[config.mk]
export PLATFORM = sky130hd
export DESIGN_NAME = debug_trace_unit
export DESIGN_NICKNAME = d
export VERILOG_FILES = /design/src/verilog/trace_pkg.sv /design/src/verilog/debug_trace_unit.sv
export VERILOG_INCLUDE_DIRS = /design/src /design/src/verilog
export SDC_FILE = /design/constraint.sdc
export NUM_CORES = 1
export LEC_CHECK = 0
export BUFFER_PORTS_ARGS = -buffer_cell sky130_fd_sc_hd__buf_2
export CAP_MARGIN = 20
export CORE_ASPECT_RATIO = 0.5
export CORE_MARGIN = 4
export CORE_UTILIZATION = 45
export DETAILED_ROUTE_END_ITERATION = 8
export PLACE_DENSITY_LB_ADDON = 0.1
export REMOVE_ABC_BUFFERS = 1
export SLEW_MARGIN = 20
export SYNTH_ARGS = -nofsm -noshare
export SYNTH_HDL_FRONTEND = slang
export SYNTH_SLANG_ARGS = --single-unit
export TNS_END_PERCENT = 50
[constraint.sdc]
create_clock -name ref_clk -period 0.8 [get_ports ref_clk]
set_input_delay 0.04 -clock ref_clk [delete_from_list [all_inputs] [get_ports ref_clk]]
set_output_delay 0.04 -clock ref_clk [all_outputs]
set_load 0.03 [all_outputs]
[src/verilog/trace_map.svh]
`ifndef TRACE_MAP_SVH
`define TRACE_MAP_SVH
// register byte offsets
`define OFF_CTL 8'h00
`define OFF_TRG 8'h04
`define OFF_STAT 8'h08
`define OFF_CNT 8'h0C
`define OFF_FH 8'h10
`define OFF_FL 8'h14
`define OFF_CAX 8'h18
`define OFF_CAH 8'h1C
`define OFF_CAL 8'h20
// field positions
`define CTL_EN_BIT 7
`define CTL_ARM_BIT 6
`define CTL_BRK_BIT 5
`define TRG_QUAL_BIT 7
`define TRG_BEGIN_BIT 6
`define TRG_EVONLY_BIT 4
`define STAT_CAPTURE_ACTIVE_FLAG_BIT 7
// reset values
`define CTL_RST 8'hC0
`define TRG_RST 8'h40
`define CAX_RST 8'h00
`define CAH_RST 8'hFF
`define CAL_RST 8'hFE
// buffer sizing and branch source offset
`define DEPTH 8
`define TALLY_FULL 4'h8
`define TALLY_LAST 4'h7
`define BRANCH_BACK 16'h0002
`endif

[src/verilog/trace_pkg.sv]
package trace_pkg;
    typedef enum logic [1:0] {st_idle, st_wait, st_fill, st_end} cap_state_t;
    typedef logic [15:0] entry_t;
endpackage

[src/verilog/debug_trace_unit.sv]
// How it works
// - buffer holds eight words; event-only entries have upper byte zero
// - indirect jump, return or vector flag stores current core address
// - taken branch stores previous cycle address minus two
// - begin capture stores nothing before trigger, then until eight words
// - end capture stores from arming; trigger clears arm and flag, stops
// - end trigger on a change of flow stores that entry last unless event-only is set
// - readout oldest first; tally stays as entries are read
// - high byte read optional; each low byte read while not armed advances buffer
// - read while armed returns oldest entry and does not advance
// - low byte read while not armed samples current opcode address
// - qualify select set: pending interrupt suppresses the trigger
// - qualify clear, end mode: trigger anyway, disarm, skip exception entry
// - qualify clear, begin mode: trigger, record flow, stay armed until full
// - unit never requests a system reset
// - reset after end run keeps setup, clears arm, flag, break enable
// - other resets load comparator A to match the reset vector
// - default reset: control C0, trigger 40
//
// Our own choices: the register addresses and the Wishbone register port.
`timescale 1ns/1ns
`include "trace_map.svh"
module debug_trace_unit (
    input wire logic ref_clk,
    input wire logic nrst,
    input wire logic por_n,
    input wire logic wb_cyc_i,
    input wire logic wb_stb_i,
    input wire logic wb_we_i,
    input wire logic [7:0] wb_adr_i,
    input wire logic [3:0] wb_sel_i,
    input wire logic [31:0] wb_dat_i,
    output logic [31:0] wb_dat_o,
    output logic wb_ack_o,
    input wire logic [1:0] core_cof,
    input wire logic [15:0] core_addr,
    input wire logic [7:0] core_data,
    input wire logic core_fetch,
    input wire logic [15:0] core_opcode_addr,
    input wire logic irq_pending,
    output logic halt_request
);
    import trace_pkg::*;

    // ********************************
    // reset release
    // ********************************
    logic rst_m, rst_q, por_m, por_q;

    // both resets assert at once but leave on the clock
    always_ff @(posedge ref_clk or negedge nrst) begin
        if (!nrst) begin
            rst_m <= 1'b0;
            rst_q <= 1'b0;
        end else begin
            rst_m <= 1'b1;
            rst_q <= rst_m;
        end
    end

    always_ff @(posedge ref_clk or negedge por_n) begin
        if (!por_n) begin
            por_m <= 1'b0;
            por_q <= 1'b0;
        end else begin
            por_m <= 1'b1;
            por_q <= por_m;
        end
    end

    // ********************************
    // state and storage
    // ********************************
    cap_state_t state, next_state;
    logic ctl_en, ctl_brk;
    logic [7:0] trg, cax, cah, cal;
    entry_t fifo [`DEPTH];
    logic [2:0] wr_ptr, rd_ptr;
    logic [3:0] tally;
    logic [15:0] prev_addr;

    // ********************************
    // bus decode
    // ********************************
    function automatic logic hit(input logic [7:0] a, input logic [7:0] off);
        return a[7:2] == off[7:2];
    endfunction

    wire acc = wb_cyc_i & wb_stb_i & ~wb_ack_o;
    wire wr = acc & wb_we_i & wb_sel_i[0];
    wire rd = acc & ~wb_we_i;
    wire wr_ctl = wr & hit(wb_adr_i, `OFF_CTL);
    wire rd_low = rd & hit(wb_adr_i, `OFF_FL);
    wire armed = state != st_idle;

    // reset flavour: an enabled end-mode setup keeps its results, whether still armed or finished
    wire keep_run = ctl_en & ~trg[`TRG_BEGIN_BIT];
    wire hard_init = ~por_q | (~rst_q & ~keep_run);
    wire soft_init = por_q & ~rst_q & keep_run;

    // ********************************
    // trigger and capture decode
    // ********************************
    wire ev_only = trg[`TRG_EVONLY_BIT];
    wire fetch_hit = core_fetch & (core_addr == {cah, cal});
    // qualified trigger lets the interrupt win the pipe slot
    wire trig = armed & fetch_hit & ~(trg[`TRG_QUAL_BIT] & irq_pending);
    wire cof_any = |core_cof;
    wire [15:0] branch_src = prev_addr - `BRANCH_BACK;
    wire [15:0] cof_entry = core_cof[1] ? core_addr : branch_src;
    wire [15:0] cap_entry = ev_only ? {8'h00, core_data} : cof_entry;

    logic store, profile, fill_done;
    logic [15:0] store_data;

    // what enters the buffer this cycle
    always_comb begin
        store = 1'b0;
        case (state)
            st_wait: store = trig & (ev_only | cof_any);
            st_fill: store = ev_only ? (fetch_hit & ~(trg[`TRG_QUAL_BIT] & irq_pending)) : cof_any;
            st_end: store = cof_any & ~(trig & ev_only);
            default: store = 1'b0;
        endcase
    end

    assign profile = (state == st_idle) & rd_low;
    assign store_data = profile ? core_opcode_addr : cap_entry;
    assign fill_done = (state == st_fill || state == st_wait) & store & (tally == `TALLY_LAST);

    // capture sequencer
    always_comb begin
        next_state = state;
        case (state)
            st_wait: begin
                if (fill_done) begin
                    next_state = st_idle;
                end else if (trig) begin
                    next_state = st_fill;
                end
            end
            st_fill: begin
                if (fill_done) begin
                    next_state = st_idle;
                end
            end
            st_end: begin
                if (trig) begin
                    next_state = st_idle;
                end
            end
            default: next_state = st_idle;
        endcase
        if (wr_ctl) begin
            if (wb_dat_i[`CTL_ARM_BIT] & wb_dat_i[`CTL_EN_BIT]) begin
                next_state = trg[`TRG_BEGIN_BIT] ? st_wait : st_end;
            end else begin
                next_state = st_idle;
            end
        end
    end

    wire arm_start = wr_ctl & wb_dat_i[`CTL_ARM_BIT] & wb_dat_i[`CTL_EN_BIT];
    wire [3:0] next_tally = arm_start ? 4'h0 :
        (store & armed & tally != `TALLY_FULL) ? tally + 4'h1 : tally;
    wire [2:0] next_wr = arm_start ? 3'h0 : (store | profile) ? wr_ptr + 3'h1 : wr_ptr;
    wire [2:0] oldest = wr_ptr - tally[2:0];
    // an armed read sees the oldest slot and never moves the pointer
    wire [2:0] rd_idx = armed ? oldest : rd_ptr;

    // ********************************
    // control registers
    // ********************************
    // reset image as a word, so the enable bit is picked without losing bits
    wire [7:0] ctl_rst_val = `CTL_RST;

    // an end-mode trace run is the only thing that may survive a reset on nrst
    always_ff @(posedge ref_clk) begin
        if (hard_init) begin
            ctl_en <= ctl_rst_val[`CTL_EN_BIT];
            ctl_brk <= 1'b0;
            trg <= `TRG_RST;
            cax <= `CAX_RST;
            cah <= `CAH_RST;
            cal <= `CAL_RST;
        end else if (soft_init) begin
            ctl_brk <= 1'b0;
        end else begin
            if (wr_ctl) begin
                ctl_en <= wb_dat_i[`CTL_EN_BIT];
                ctl_brk <= wb_dat_i[`CTL_BRK_BIT];
            end
            if (wr & hit(wb_adr_i, `OFF_TRG)) begin
                trg <= wb_dat_i[7:0];
            end
            if (wr & hit(wb_adr_i, `OFF_CAX)) begin
                cax <= wb_dat_i[7:0];
            end
            if (wr & hit(wb_adr_i, `OFF_CAH)) begin
                cah <= wb_dat_i[7:0];
            end
            if (wr & hit(wb_adr_i, `OFF_CAL)) begin
                cal <= wb_dat_i[7:0];
            end
        end
    end

    // sequencer, tally and pointers
    always_ff @(posedge ref_clk) begin
        if (hard_init) begin
            state <= st_wait;
            tally <= 4'h0;
            wr_ptr <= 3'h0;
            rd_ptr <= 3'h0;
        end else if (soft_init) begin
            state <= st_idle;
        end else begin
            state <= next_state;
            tally <= next_tally;
            wr_ptr <= next_wr;
            if (next_state != st_idle || armed) begin
                rd_ptr <= next_wr - next_tally[2:0];
            end else if (rd_low) begin
                rd_ptr <= rd_ptr + 3'h1;
            end
        end
    end

    // previous address feeds the branch source
    always_ff @(posedge ref_clk) begin
        prev_addr <= core_addr;
    end

    // buffer words; a full end run overwrites the oldest slot
    for (genvar i = 0; i < `DEPTH; i++) begin : g_word
        always_ff @(posedge ref_clk) begin
            if ((store | profile) && wr_ptr == 3'(i)) begin
                fifo[i] <= store_data;
            end
        end
    end

    // ********************************
    // bus answer and halt
    // ********************************
    logic [7:0] rd_mux;

    // unmapped addresses answer with zero
    always_comb begin
        rd_mux = 8'h00;
        if (hit(wb_adr_i, `OFF_CTL)) rd_mux = {ctl_en, armed, ctl_brk, 5'h00};
        if (hit(wb_adr_i, `OFF_TRG)) rd_mux = trg;
        if (hit(wb_adr_i, `OFF_STAT)) rd_mux = {armed, 7'h00};
        if (hit(wb_adr_i, `OFF_CNT)) rd_mux = {4'h0, tally};
        if (hit(wb_adr_i, `OFF_FH)) rd_mux = fifo[rd_idx][15:8];
        if (hit(wb_adr_i, `OFF_FL)) rd_mux = fifo[rd_idx][7:0];
        if (hit(wb_adr_i, `OFF_CAX)) rd_mux = cax;
        if (hit(wb_adr_i, `OFF_CAH)) rd_mux = cah;
        if (hit(wb_adr_i, `OFF_CAL)) rd_mux = cal;
    end

    // halt is the only request going out; there is no reset request
    wire halt_evt = ctl_brk & ((state == st_end & trig) | fill_done);

    always_ff @(posedge ref_clk or negedge rst_q) begin
        if (!rst_q) begin
            wb_ack_o <= 1'b0;
            wb_dat_o <= 32'h0000_0000;
            halt_request <= 1'b0;
        end else begin
            wb_ack_o <= acc;
            wb_dat_o <= rd ? {24'h000000, rd_mux} : 32'h0000_0000;
            halt_request <= halt_evt;
        end
    end
endmodule

Word-level counts from Yosys, hierarchy flattened
Memory sizes are Yosys's and may differ from the RTL's.
Index checks and enable logic that the tools add are counted.
{"block": "op_classes", "muxes": 68, "add_sub_neg": 6, "n_bitwise": 46, "n_eq_ne": 21, "n_reduce_logical": 33}
{"cell": "$mux 16", "count": 10}
{"cell": "$reduce_or 16->1", "count": 7}
{"cell": "$mux 8", "count": 10}
{"cell": "$mux 3", "count": 12}
{"cell": "$and 1x1->1", "count": 33}
{"cell": "$mux 1", "count": 25}
{"cell": "$eq 6x3->1 const B", "count": 4}
{"cell": "$eq 16x16->1", "count": 1}
{"cell": "$sub 16x2->16 const B", "count": 1}
{"cell": "$mux 2", "count": 7}
{"cell": "$reduce_and 2->1", "count": 7}
{"cell": "$eq 3x3->1 const B", "count": 4}
{"cell": "$eq 6x2->1 const B", "count": 2}
{"cell": "$not 1->1", "count": 9}
{"cell": "$logic_and 1x1->1", "count": 8}
{"cell": "$mux 4", "count": 2}
{"cell": "$reduce_bool 2->1", "count": 4}
{"cell": "$add 3x1->3 const B", "count": 2}
{"cell": "$eq 3x2->1 const B", "count": 2}
{"cell": "$eq 6x1->1 const B", "count": 1}
{"cell": "$eq 6x4->1 const B", "count": 1}
{"cell": "$logic_not 6->1", "count": 1}
{"cell": "$pmux 2 s3", "count": 1}
{"cell": "$sub 3x3->3", "count": 2}
{"cell": "other kinds (12)", "count": 18}
{"block": "word_totals", "n_memories": 1, "ram_bits": 128, "reg_bits": 76, "elab_cells": 195, "out_inout_bits": 34, "input_bits": 94}
{"memory": "fifo", "words": 8, "width": 16, "rd": 1, "rd_clocked_by_memory_dff": 0, "wr": 1, "line": "debug_trace_unit.sv:77", "text": "entry_t fifo [`DEPTH];"}

Logic depth before layout (Yosys ltp)
Gate-level depths: netlist of the first run.
{"block": "depth", "word_depth": 20, "mapped_depth": 17, "ltp_nobuf": 16}

Worst setup path before layout of the first run
No wires, ideal clock.
{"block": "synth_timing", "kind": "register to register", "from": "register state[1]", "to": "memory fifo[0][0] in the netlist's numbering (enable)", "synth_period_minus_slack_ps": 3327, "t_required_ps": 387, "slack_ps": -2527, "stages_incl_launch_ff": 10, "arrival_time_ps": 2915, "n_path_buf": 1, "setup_time_ps": 413, "cell_sequence": "dfxtp_1 > inv_1 > ha_1 > nand2b_1 > a211oi_1 > and3_1 > a21oi_1 > o211a_2 > buf_2 > nor3b_1"}
{"block": "synth_via", "elab_chain_len": 19, "elab_cells_between_ends": 59, "cone_classes": "eq/ne: 3; mux: 31; bitwise: 8; reduce/logical: 17"}
{"item": "from (decl)", "line": "debug_trace_unit.sv:74", "text": "cap_state_t state, next_state;"}
{"item": "from (signal assigned)", "line": "debug_trace_unit.sv:211", "text": "state <= st_wait;"}
{"item": "from (signal assigned)", "line": "debug_trace_unit.sv:216", "text": "state <= st_idle;"}
{"item": "from (signal assigned)", "line": "debug_trace_unit.sv:218", "text": "state <= next_state;"}
{"item": "$reduce_bool 2->1", "line": "debug_trace_unit.sv:94", "text": "wire armed = state != st_idle;"}
{"item": "$and 1x1->1 (2 in series)", "line": "debug_trace_unit.sv:107", "text": "wire trig = armed & fetch_hit & ~(trg[`TRG_QUAL_BIT] & irq_pending);"}
{"item": "$and 1x1->1", "line": "debug_trace_unit.sv:122", "text": "st_end: store = cof_any & ~(trig & ev_only);"}
{"item": "$not 1->1", "line": "debug_trace_unit.sv:122"}
{"item": "$and 1x1->1", "line": "debug_trace_unit.sv:122"}
{"item": "$pmux 1 s3", "line": "debug_trace_unit.sv:119", "text": "case (state)"}
{"item": "$or 1x1->1 (*)", "line": "debug_trace_unit.sv:237", "text": "if ((store | profile) && wr_ptr == 3'(i)) begin"}
{"item": "$logic_and 1x1->1", "line": "debug_trace_unit.sv:237"}
{"item": "$mux 1", "line": "debug_trace_unit.sv:237"}
{"item": "$mux 1 (implied by the code)", "line": "debug_trace_unit.sv:238", "text": "fifo[i] <= store_data;"}
{"item": "$reduce_or 16->1 (no line)"}
{"item": "$mux 3 (no line) / $mux 1 (equally long branches) (7 in series)"}
{"item": "to (decl)", "line": "debug_trace_unit.sv:77"}
Every way passes the cells marked *; elsewhere a longest branch is shown, timed or not.

Worst setup path after layout of the first run
{"block": "layout_timing", "from": "register state[0]", "to": "register rd_ptr[1]"}
{"block": "layout_via", "elab_chain_len": 16, "elab_cells_between_ends": 35, "cone_classes": "add/sub: 1; eq/ne: 3; mux: 12; bitwise: 12; reduce/logical: 7"}
{"item": "$reduce_bool 2->1", "line": "debug_trace_unit.sv:94"}
{"item": "$and 1x1->1 (2 in series)", "line": "debug_trace_unit.sv:107"}
{"item": "$and 1x1->1", "line": "debug_trace_unit.sv:122"}
{"item": "$not 1->1", "line": "debug_trace_unit.sv:122"}
{"item": "$and 1x1->1", "line": "debug_trace_unit.sv:122"}
{"item": "$pmux 1 s3", "line": "debug_trace_unit.sv:119"}
{"item": "$and 1x1->1 (2 in series)", "line": "debug_trace_unit.sv:129", "text": "assign fill_done = (state == st_fill || state == st_wait) & store & (tally == `TALLY_LAST);"}
{"item": "$mux 2 (on tied branches)", "line": "debug_trace_unit.sv:143, debug_trace_unit.sv:136"}
{"item": "$pmux 2 s3", "line": "debug_trace_unit.sv:134", "text": "case (state)"}
{"item": "$mux 2", "line": "debug_trace_unit.sv:154", "text": "if (wr_ctl) begin"}
{"item": "$reduce_bool 2->1", "line": "debug_trace_unit.sv:221", "text": "if (next_state != st_idle || armed) begin"}
{"item": "$logic_or 1x1->1", "line": "debug_trace_unit.sv:221"}
{"item": "$reduce_bool 2->1 (no line)"}
{"item": "$reduce_and 2->1 (no line)"}
{"item": "to (signal assigned)", "line": "debug_trace_unit.sv:222", "text": "rd_ptr <= next_wr - next_tally[2:0];"}
{"item": "to (signal assigned)", "line": "debug_trace_unit.sv:224", "text": "rd_ptr <= rd_ptr + 3'h1;"}
{"item": "to (decl)", "line": "debug_trace_unit.sv:78", "text": "logic [2:0] wr_ptr, rd_ptr;"}
Parallel ways exist; a longest one is shown, timed or not. The select of a mux whose other input is x is not followed.
A chain may end at the register's enable or synchronous reset.

==> results.py, run 1 <==
metrics = {
    "detailed_routing": {
        "dr.first_iter.drc_count": 755,
        "routed_wl_um": 31200,
        "first_pass_iters": 5,
        "vias_per_cell": 5.51,
        "drc": 0,
        "wl_per_cell_um": 20.2,
        "dr_total_vias": 8525,
        "drtAntennaViolNets": 0,
    },
    "setup_path": {
        "end_kind": "flop",
        "rr_worst_depth": 14,
        "r2r_slack_ns": -2.14,
        "r2r_start": "state[0]$_SDFF_PP1_",
        "critPathSlowestCell": "fa_2",
        "critPathKind": "reg -> reg",
        "rr_endpoint": "rd_ptr[1]$_SDFFE_PP0P_",
        "endpoint": "rd_ptr[1]$_SDFFE_PP0P_",
        "cp_max_fo": 4,
        "cp.arrival_ns": 3.33,
        "cp-startpoint": "state[0]$_SDFF_PP1_",
        "crit_required_ns": 1.19,
        "cp_cell_sequence": "inv_4 > ha_4 > nand2b_4 > a211oi_2 > and3_4 > a21oi_4 > nand2_2 > and2_4 > buf_4 > a21oi_1 > or2_1 > fa_2 > mux2i_1 > a221oi_1",
        "startpoint_type": "flop",
        "slowest_delay_ns": 0.57,
    },
    "global_route": {
        "grtUsageTotal_pct": 25.3,
        "grt_pass1_vias": 8544,
        "antenna_found_initial": 0,
        "grt.overflow.total": 0,
        "grt_max_degree": 32,
        "grt_pass1_wl_um": 47800,
    },
    "timing": {
        "hold_ws_ns": -0.0584,
        "slew_headroom_pct": 54.6,
        "rsz0062_at_grt": "yes",
        "hold_violations": 1,
        "tightest_slew_ns": 0.681,
        "slew_viol_final": 0,
        "final.min_clock_period_ns": 2.94,
        "fin_setup_tns_ns": -456.21,
        "setup_violations": 321,
        "setup_ws_ns": -2.14,
        "fin_skew_ns": 0.0129,
        "fmax_ghz": 0.340,
        "min_period_over_period_pct": 367,
    },
    "cells_and_area": {
        "fin_nets": 1354,
        "areaGrowthSynthToFinish_pct": 46.5,
        "n_antenna_cell": 0,
        "design_area_um2": 14300,
        "fillers": 1551,
        "drive_gt1_share_pct": 40.5,
        "utilization_pct": 68.3,
    },
    "logic_synthesis": {
        "synth_edf_count": 128,
        "syn_area_um2": 9740,
        "ys_types": 69,
        "yosysWarnings": 0,
        "synthCells": 915,
        "synthArstFlopShare_pct": 6.86,
        "seq_area_frac_synth_pct": 55.8,
        "synth_top_flop_cell": "edfxtp_1",
        "ys_seq_elements": 204,
        "avgSynthCellArea_um2": 10.6,
    },
    "placed_design": {
        "dp_hpwl_um": 20700,
        "gp_congestion": 0.932,
        "placed_area_um2": 12000,
        "port_buffers": 74,
    },
    "hold_path": {
        "hold_path_class": "in -> reg",
    },
    "pwr": {
        "powerDensity_nw_per_um2": 1580,
        "power.leakage_nw": 5.59,
        "p_total_w": 0.0225,
        "ir_drop_mv": 1.19,
    },
    "run_status": {
        "status": "finished with violations",
        "violations": "negative hold slack, negative setup slack",
    },
    "floorplan": {
        "die_w_um": 216,
        "die-height_um": 112,
        "dieArea_um2": 24200,
        "initial_utilization_pct": 46.6,
        "core_um2": 20900,
        "rows": 37,
        "ios": 128,
    },
    "cts": {
        "clock_latency_ns": 0.50,
        "cts_buffer_depth": 3,
        "root_buffer": "clkbuf_16",
        "h-tree-depth": 1,
        "cts_sinks": 204,
        "clk_pin_slew_ns": 0.07,
        "tritoncts": "yes",
        "numCtsBuffers": 20,
    },
    "flow_run": {
        "max_cap_violations": 0,
    },
}
-- cell type report --
cell class / count / area, µm² / share of cell area [%]
clock inverters: 10 / 92.6 / 0.649
repair buffers: 351 / 2960 / 20.8
well taps: 292 / 365 / 2.56
flip-flops and latches: 204 / 5460 / 38.3
multi-input cells: 647 / 4760 / 33.4
clock buffers: 26 / 554 / 3.89
inverters: 17 / 66.3 / 0.465
-- metal layers --
metal	routed length (µm)	vias up	global-route usage (%)
li1	-	3944	-
met1	13800	4213	35.4
met2	14600	314	41.6
met3	2070	54	4.01
met4	705	0	6.18
met5	0	-	0
-- state kept, by name, indices dropped and copies added (netlist names) --
register / count
fifo: 128
halt_request: 1
wr_ptr: 3
wb_ack_o: 1
rst_m: 1
rd_ptr: 3
cax: 8
ctl_en: 1
tally: 4
trg: 8
cal: 8
por_m: 1
rst_q: 1
ctl_brk: 1
state: 2
wb_dat_o: 8
prev_addr: 16
por_q: 1
cah: 8
-- metrics by stage --
| step | worst slack [ns] | std cells | hold slack, ns |
|---|---|---|---|
| CTS | -2.12 | 1541 | -0.0660 |
| finish | -2.14 | 1547 | -0.0584 |
| floorplan | -3.51 | 868 | -0.256 |
| detailed placement | -2.31 | 1443 | -0.173 |
| global route | -2.31 | 1547 | -0.0391 |
| global placement | -2.27 | 1443 | -0.174 |
-- how the worst min path moves through the flow --
stage,to,depth (start not counted),start
global route,wb_ack_o$_DFF_PN0_,3,wb_cyc_i
global placement,por_m$_DFF_PN0_,1,por_n
detailed placement,por_m$_DFF_PN0_,1,por_n
CTS,wb_ack_o$_DFF_PN0_,3,wb_cyc_i
floorplan,por_m$_DFF_PN0_,0,por_n
finish,wb_ack_o$_DFF_PN0_,3,wb_cyc_i
-- power by group --
part	internal (W)	leakage, nW	total (W)	switching [W]
logic	0.000821	3.43	0.00191	0.00109
registers	0.0113	1.84	0.0113	0.0000491
clock network	0.00528	0.310	0.00930	0.00403
total	0.0174	5.59	0.0225	0.00516
-- worst max-delay path, delay by kind of cell (launching register included) --
| family | cells | cell delay, ns |
|---|---|---|
| multiplexers | 1 | 0.06 |
| AND/OR/NAND/NOR | 5 | 0.89 |
| buffers and inverters | 2 | 0.17 |
| flip-flops | 1 | 0.36 |
| adder cells (fa/ha/maj) | 2 | 0.73 |
| AO/OA/AOI/OAI | 4 | 0.62 |
-- synthesized netlist by cell type (all sizes together) (4+ instances only) --
cell / instances / area, µm²
and3: 5 / 31.3
dfxtp: 62 / 1240
inv: 17 / 63.8
o21ai: 24 / 120
a31oi: 16 / 100
o22ai: 7 / 43.8
a311oi: 19 / 166
nor3b: 7 / 52.6
nor3: 20 / 105
nor2: 62 / 238
ha: 17 / 213
nand2: 151 / 577
nand3: 25 / 125
mux2: 9 / 101
xnor2: 12 / 105
mux2i: 25 / 254
clkbuf: 36 / 135
nand2b: 6 / 37.5
a22o: 7 / 61.3
and2: 33 / 206
nor2b: 5 / 31.3
dfrtp: 14 / 350
edfxtp: 128 / 3840
a221oi: 9 / 85.1
a211oi: 30 / 225
a22oi: 4 / 30.0
xor2: 20 / 175
a21oi: 56 / 292
buf: 35 / 236
nor4: 13 / 103
-- cells in the final DEF (no fill, tap or decap), types with 12 or more instances in the layout --
master / synthesis / final
buf_4: 25 / 199
nand2_1: 149 / 144
edfxtp_1: 128 / 128
buf_2: 9 / 74
nor2_1: 60 / 56
dfxtp_1: 62 / 48
a21oi_1: 55 / 42
dlygate4sd3_1: 0 / 33
and2_1: 33 / 32
conb_1: 2 / 26
nand3_1: 25 / 25
mux2i_1: 24 / 22
clkbuf_16: 0 / 22
buf_6: 0 / 21
a211oi_2: 0 / 15
buf_12: 0 / 15
a31oi_1: 16 / 14
a211oi_1: 30 / 14
o21ai_0: 17 / 14
dfrtp_1: 14 / 14
xor2_1: 20 / 13
nor3_1: 19 / 12
ha_1: 17 / 12
dfxtp_2: 0 / 12
-- timing repair --
item / 4_1_cts / 5_1_grt
gates cloned: 8 / 1
endpoints found under the setup margin: 321 / 322
endpoints found under the hold margin: 86 / 9
resized for setup: 121 / 80
pin swaps: 58 / 54
buffers inserted: 25 / 9
hold buffers: 32 / 1
-- kinds of logic after synthesis --
group,count (synthesis),synth area share [%]
other cells,2,0.0771
compound gates,190,13.2
mux,35,3.88
simple gates,345,17.1
flops,204,55.8
xor+xnor,32,2.88
buf+inv,88,4.47
fa+ha+maj,19,2.60
No activity file was read; power rests on OpenSTA's default activity.
==> run 2, diff against run 1 <==
- ABC_AREA: default -> 1
==> results.py, run 2 <==
metrics = {
    "run_status": {
        "status": "finished with violations",
        "violations": "negative hold slack, negative setup slack",
    },
    "setup_path": {
        "cp.arrival_ns": 3.34,
        "r2r_start": "cal[7]$_SDFFE_PP1P_",
        "rr_worst_depth": 27,
        "r2r_slack_ns": -2.14,
        "startpoint_type": "flop",
        "cp_max_fo": 3,
        "rr_endpoint": "rd_ptr[2]$_SDFFE_PP0P_",
        "critPathKind": "reg -> reg",
        "crit_required_ns": 1.19,
        "end_kind": "flop",
        "endpoint": "rd_ptr[2]$_SDFFE_PP0P_",
        "cp-startpoint": "cal[7]$_SDFFE_PP1P_",
    },
    "logic_synthesis": {
        "synth_edf_count": 128,
        "yosysMostFrequentCell": "nand2_1",
        "synthTopCellsByCount": "275 x nand2_1, 128 x edfxtp_1, 92 x inv_1",
        "syn_area_um2": 9920,
        "seq_area_frac_synth_pct": 54.8,
        "ys_types": 50,
        "synthArstFlopShare_pct": 6.86,
        "synth_top_flop_cell": "edfxtp_1",
        "synth_area_leaders": "edfxtp_1 39%, dfxtp_1 13%, nand2_1 10%",
        "avgSynthCellArea_um2": 9.16,
        "synth_top_area_share_pct": 38.8,
        "yosysTopAreaCell": "edfxtp_1",
        "synthCells": 1082,
        "ys_seq_elements": 204,
        "yosysWarnings": 0,
    },
    "cells_and_area": {
        "fin_cells": 1796,
        "fillers": 1705,
        "layout_common_cells": "260 x buf_4, 251 x nand2_1, 128 x edfxtp_1",
        "drive_gt1_share_pct": 39.8,
        "largest_register": "fifo",
        "multi_input_comb_area_um2": 4480,
        "fin_nets": 1597,
        "final_common_cell": "buf_4",
        "top_regs": "fifo x128, prev_addr x16",
        "n_antenna_cell": 0,
        "regArea_um2": 5460,
        "areaGrowthSynthToFinish_pct": 50.0,
        "largest_reg_flops": 128,
        "design_area_um2": 14900,
    },
    "global_route": {
        "grt.overflow.total": 0,
        "grt_pass1_vias": 8962,
        "grt_pass1_wl_um": 50000,
        "antenna_found_initial": 0,
        "grt_max_degree": 34,
        "grtUsageTotal_pct": 26.3,
    },
    "timing": {
        "setup_violations": 321,
        "slew_viol_final": 0,
        "fmax_ghz": 0.340,
        "slew_headroom_pct": 55.6,
        "setup_ws_ns": -2.14,
        "fin_skew_ns": 0.0225,
        "rsz0062_at_grt": "yes",
        "tightest_slew_ns": 0.662,
        "final.min_clock_period_ns": 2.94,
        "hold_ws_ns": -0.0854,
        "hold_violations": 8,
        "min_period_over_period_pct": 368,
    },
    "placed_design": {
        "port_buffers": 74,
        "dp_hpwl_um": 23300,
        "gp_congestion": 0.938,
        "placed_area_um2": 12600,
        "dp_cells": 1679,
    },
    "cts": {
        "root_buffer": "clkbuf_16",
        "cts_sinks": 204,
        "h-tree-depth": 1,
        "clock_latency_ns": 0.51,
        "cts_buffer_depth": 3,
        "clk_pin_slew_ns": 0.06,
        "numCtsBuffers": 20,
        "tritoncts": "yes",
    },
    "detailed_routing": {
        "wl_met2_um": 15500,
        "dr_total_vias": 9389,
        "vias_per_cell": 5.23,
        "wl_per_cell_um": 19.0,
        "first_pass_iters": 8,
        "wl_met3_um": 2880,
        "dr.first_iter.drc_count": 865,
        "routed_wl_um": 34200,
        "m1WireLength_um": 15100,
        "drtAntennaViolNets": 0,
        "drc": 0,
        "highest_layer": "met4",
    },
    "floorplan": {
        "ios": 128,
        "core_um2": 21700,
        "die-height_um": 113,
        "die_w_um": 218,
        "initial_utilization_pct": 45.7,
        "dieArea_um2": 24600,
        "rows": 38,
    },
    "pwr": {
        "ir_drop_mv": 1.39,
        "internal_power_w": 0.0175,
        "clockPowerShare_pct": 42.3,
        "power_frac_seq_pct": 49.9,
        "switching_share_pct": 22.7,
        "power.leakage_nw": 6.41,
        "p_switching_w": 0.00515,
        "powerDensity_nw_per_um2": 1530,
        "p_total_w": 0.0227,
        "pwr-share-comb_pct": 7.8,
    },
    "flow_run": {
        "max_cap_violations": 0,
    },
    "hold_path": {
        "hold_path_class": "in -> reg",
    },
}
-- run 2: cell count changes after synthesis, moves of 22 or more --
cell,change
a211oi_1,-28
mux2i_1,-22
o21ai_0,+50
inv_1,+76
and2_1,-32
nand3_1,+34
nand2_1,+126
o211ai_1,+26
-- run 2: per-stage QoR --
stage | setup WS [ns] | utilization [%] | TNS, ns | hold slack [ns]
4_1_cts | -2.11 | 65.6 | -413.72 | -0.0889
2_1_floorplan | -5.92 | - | -560.96 | -0.256
3_5_place_dp | -2.26 | 58.1 | -437.40 | -0.172
6_report | -2.14 | 68.6 | -420.36 | -0.0854
3_3_place_gp | -2.16 | 58.1 | -425.12 | -0.175
5_1_grt | -2.36 | 68.6 | -461.26 | -0.0415
-- run 2: layer usage --
layer  up-vias  GRT usage, %
li1       4462             -
met1      4483          38.5
met2       390          41.2
met3        54          4.94
met4         0          5.38
met5         -             0
-- run 2: logic make-up after synthesis --
group	synth area share [%]
compound gates	13.5
mux	0.315
flops	54.8
buf+inv	7.51
xor+xnor	1.15
other cells	0.0757
simple gates	20.1
fa+ha+maj	2.55
-- run 2: how the worst min path moves through the flow --
stage,slack [ns],endpoint,from,cells past startpoint
2_1_floorplan,-0.26,por_m$_DFF_PN0_,por_n,0
3_3_place_gp,-0.17,por_q$_DFF_PN0_,por_n,1
3_5_place_dp,-0.17,por_q$_DFF_PN0_,por_n,1
4_1_cts,-0.09,wb_ack_o$_DFF_PN0_,wb_stb_i,4
5_1_grt,-0.04,wb_ack_o$_DFF_PN0_,wb_stb_i,4
6_report,-0.09,wb_ack_o$_DFF_PN0_,wb_stb_i,4
-- run 2: layout make-up --
type / count / share of cell area (%)
clock buffers: 23 / 3.64
clock inverters: 11 / 0.774
flip-flops and latches: 204 / 36.7
well taps: 300 / 2.52
multi-input cells: 734 / 30.1
repair buffers: 420 / 23.6
inverters: 104 / 2.65
-- run 2: power by group through the flow --
stage | Combinational [W] | Sequential, W | Clock, W
after global placement | 0.00146 | 0.0115 | 0
final | 0.00176 | 0.0113 | 0.00961
after global routing | 0.00189 | 0.0113 | 0.0102
after detailed placement | 0.00148 | 0.0115 | 0
after floorplan | 0.000581 | 0.0116 | 0
after CTS | 0.00164 | 0.0113 | 0.00965
-- run 2: repair_timing --
item	4_1_cts	5_1_grt
cloned	5	2
hold buffers	32	1
pin swaps	42	80
gates resized for setup	96	133
setup endpoints to repair	321	321
setup buffers	25	24
hold endpoints to repair	80	9
-- run 2: critical path: stages (launching register included) --
cell	delay [ns]
dfxtp_4	0.36
inv_2	0.05
nand2_2	0.06
nand2_1	0.06
nor2_1	0.11
nand2_1	0.07
nor2_2	0.13
nand3_2	0.10
nand2_1	0.07
nand2_1	0.05
nand2_1	0.07
nand2_1	0.06
nand2_2	0.09
nand2_4	0.08
nor2_4	0.14
xor2_1	0.09
nor2_2	0.16
ha_4	0.16
inv_2	0.03
fa_2	0.37
inv_2	0.06
nand4_1	0.09
nand3_1	0.10
nand2_1	0.05
o21ai_1	0.07
nand2_1	0.06
nor2_1	0.09
nor2_1	0.04
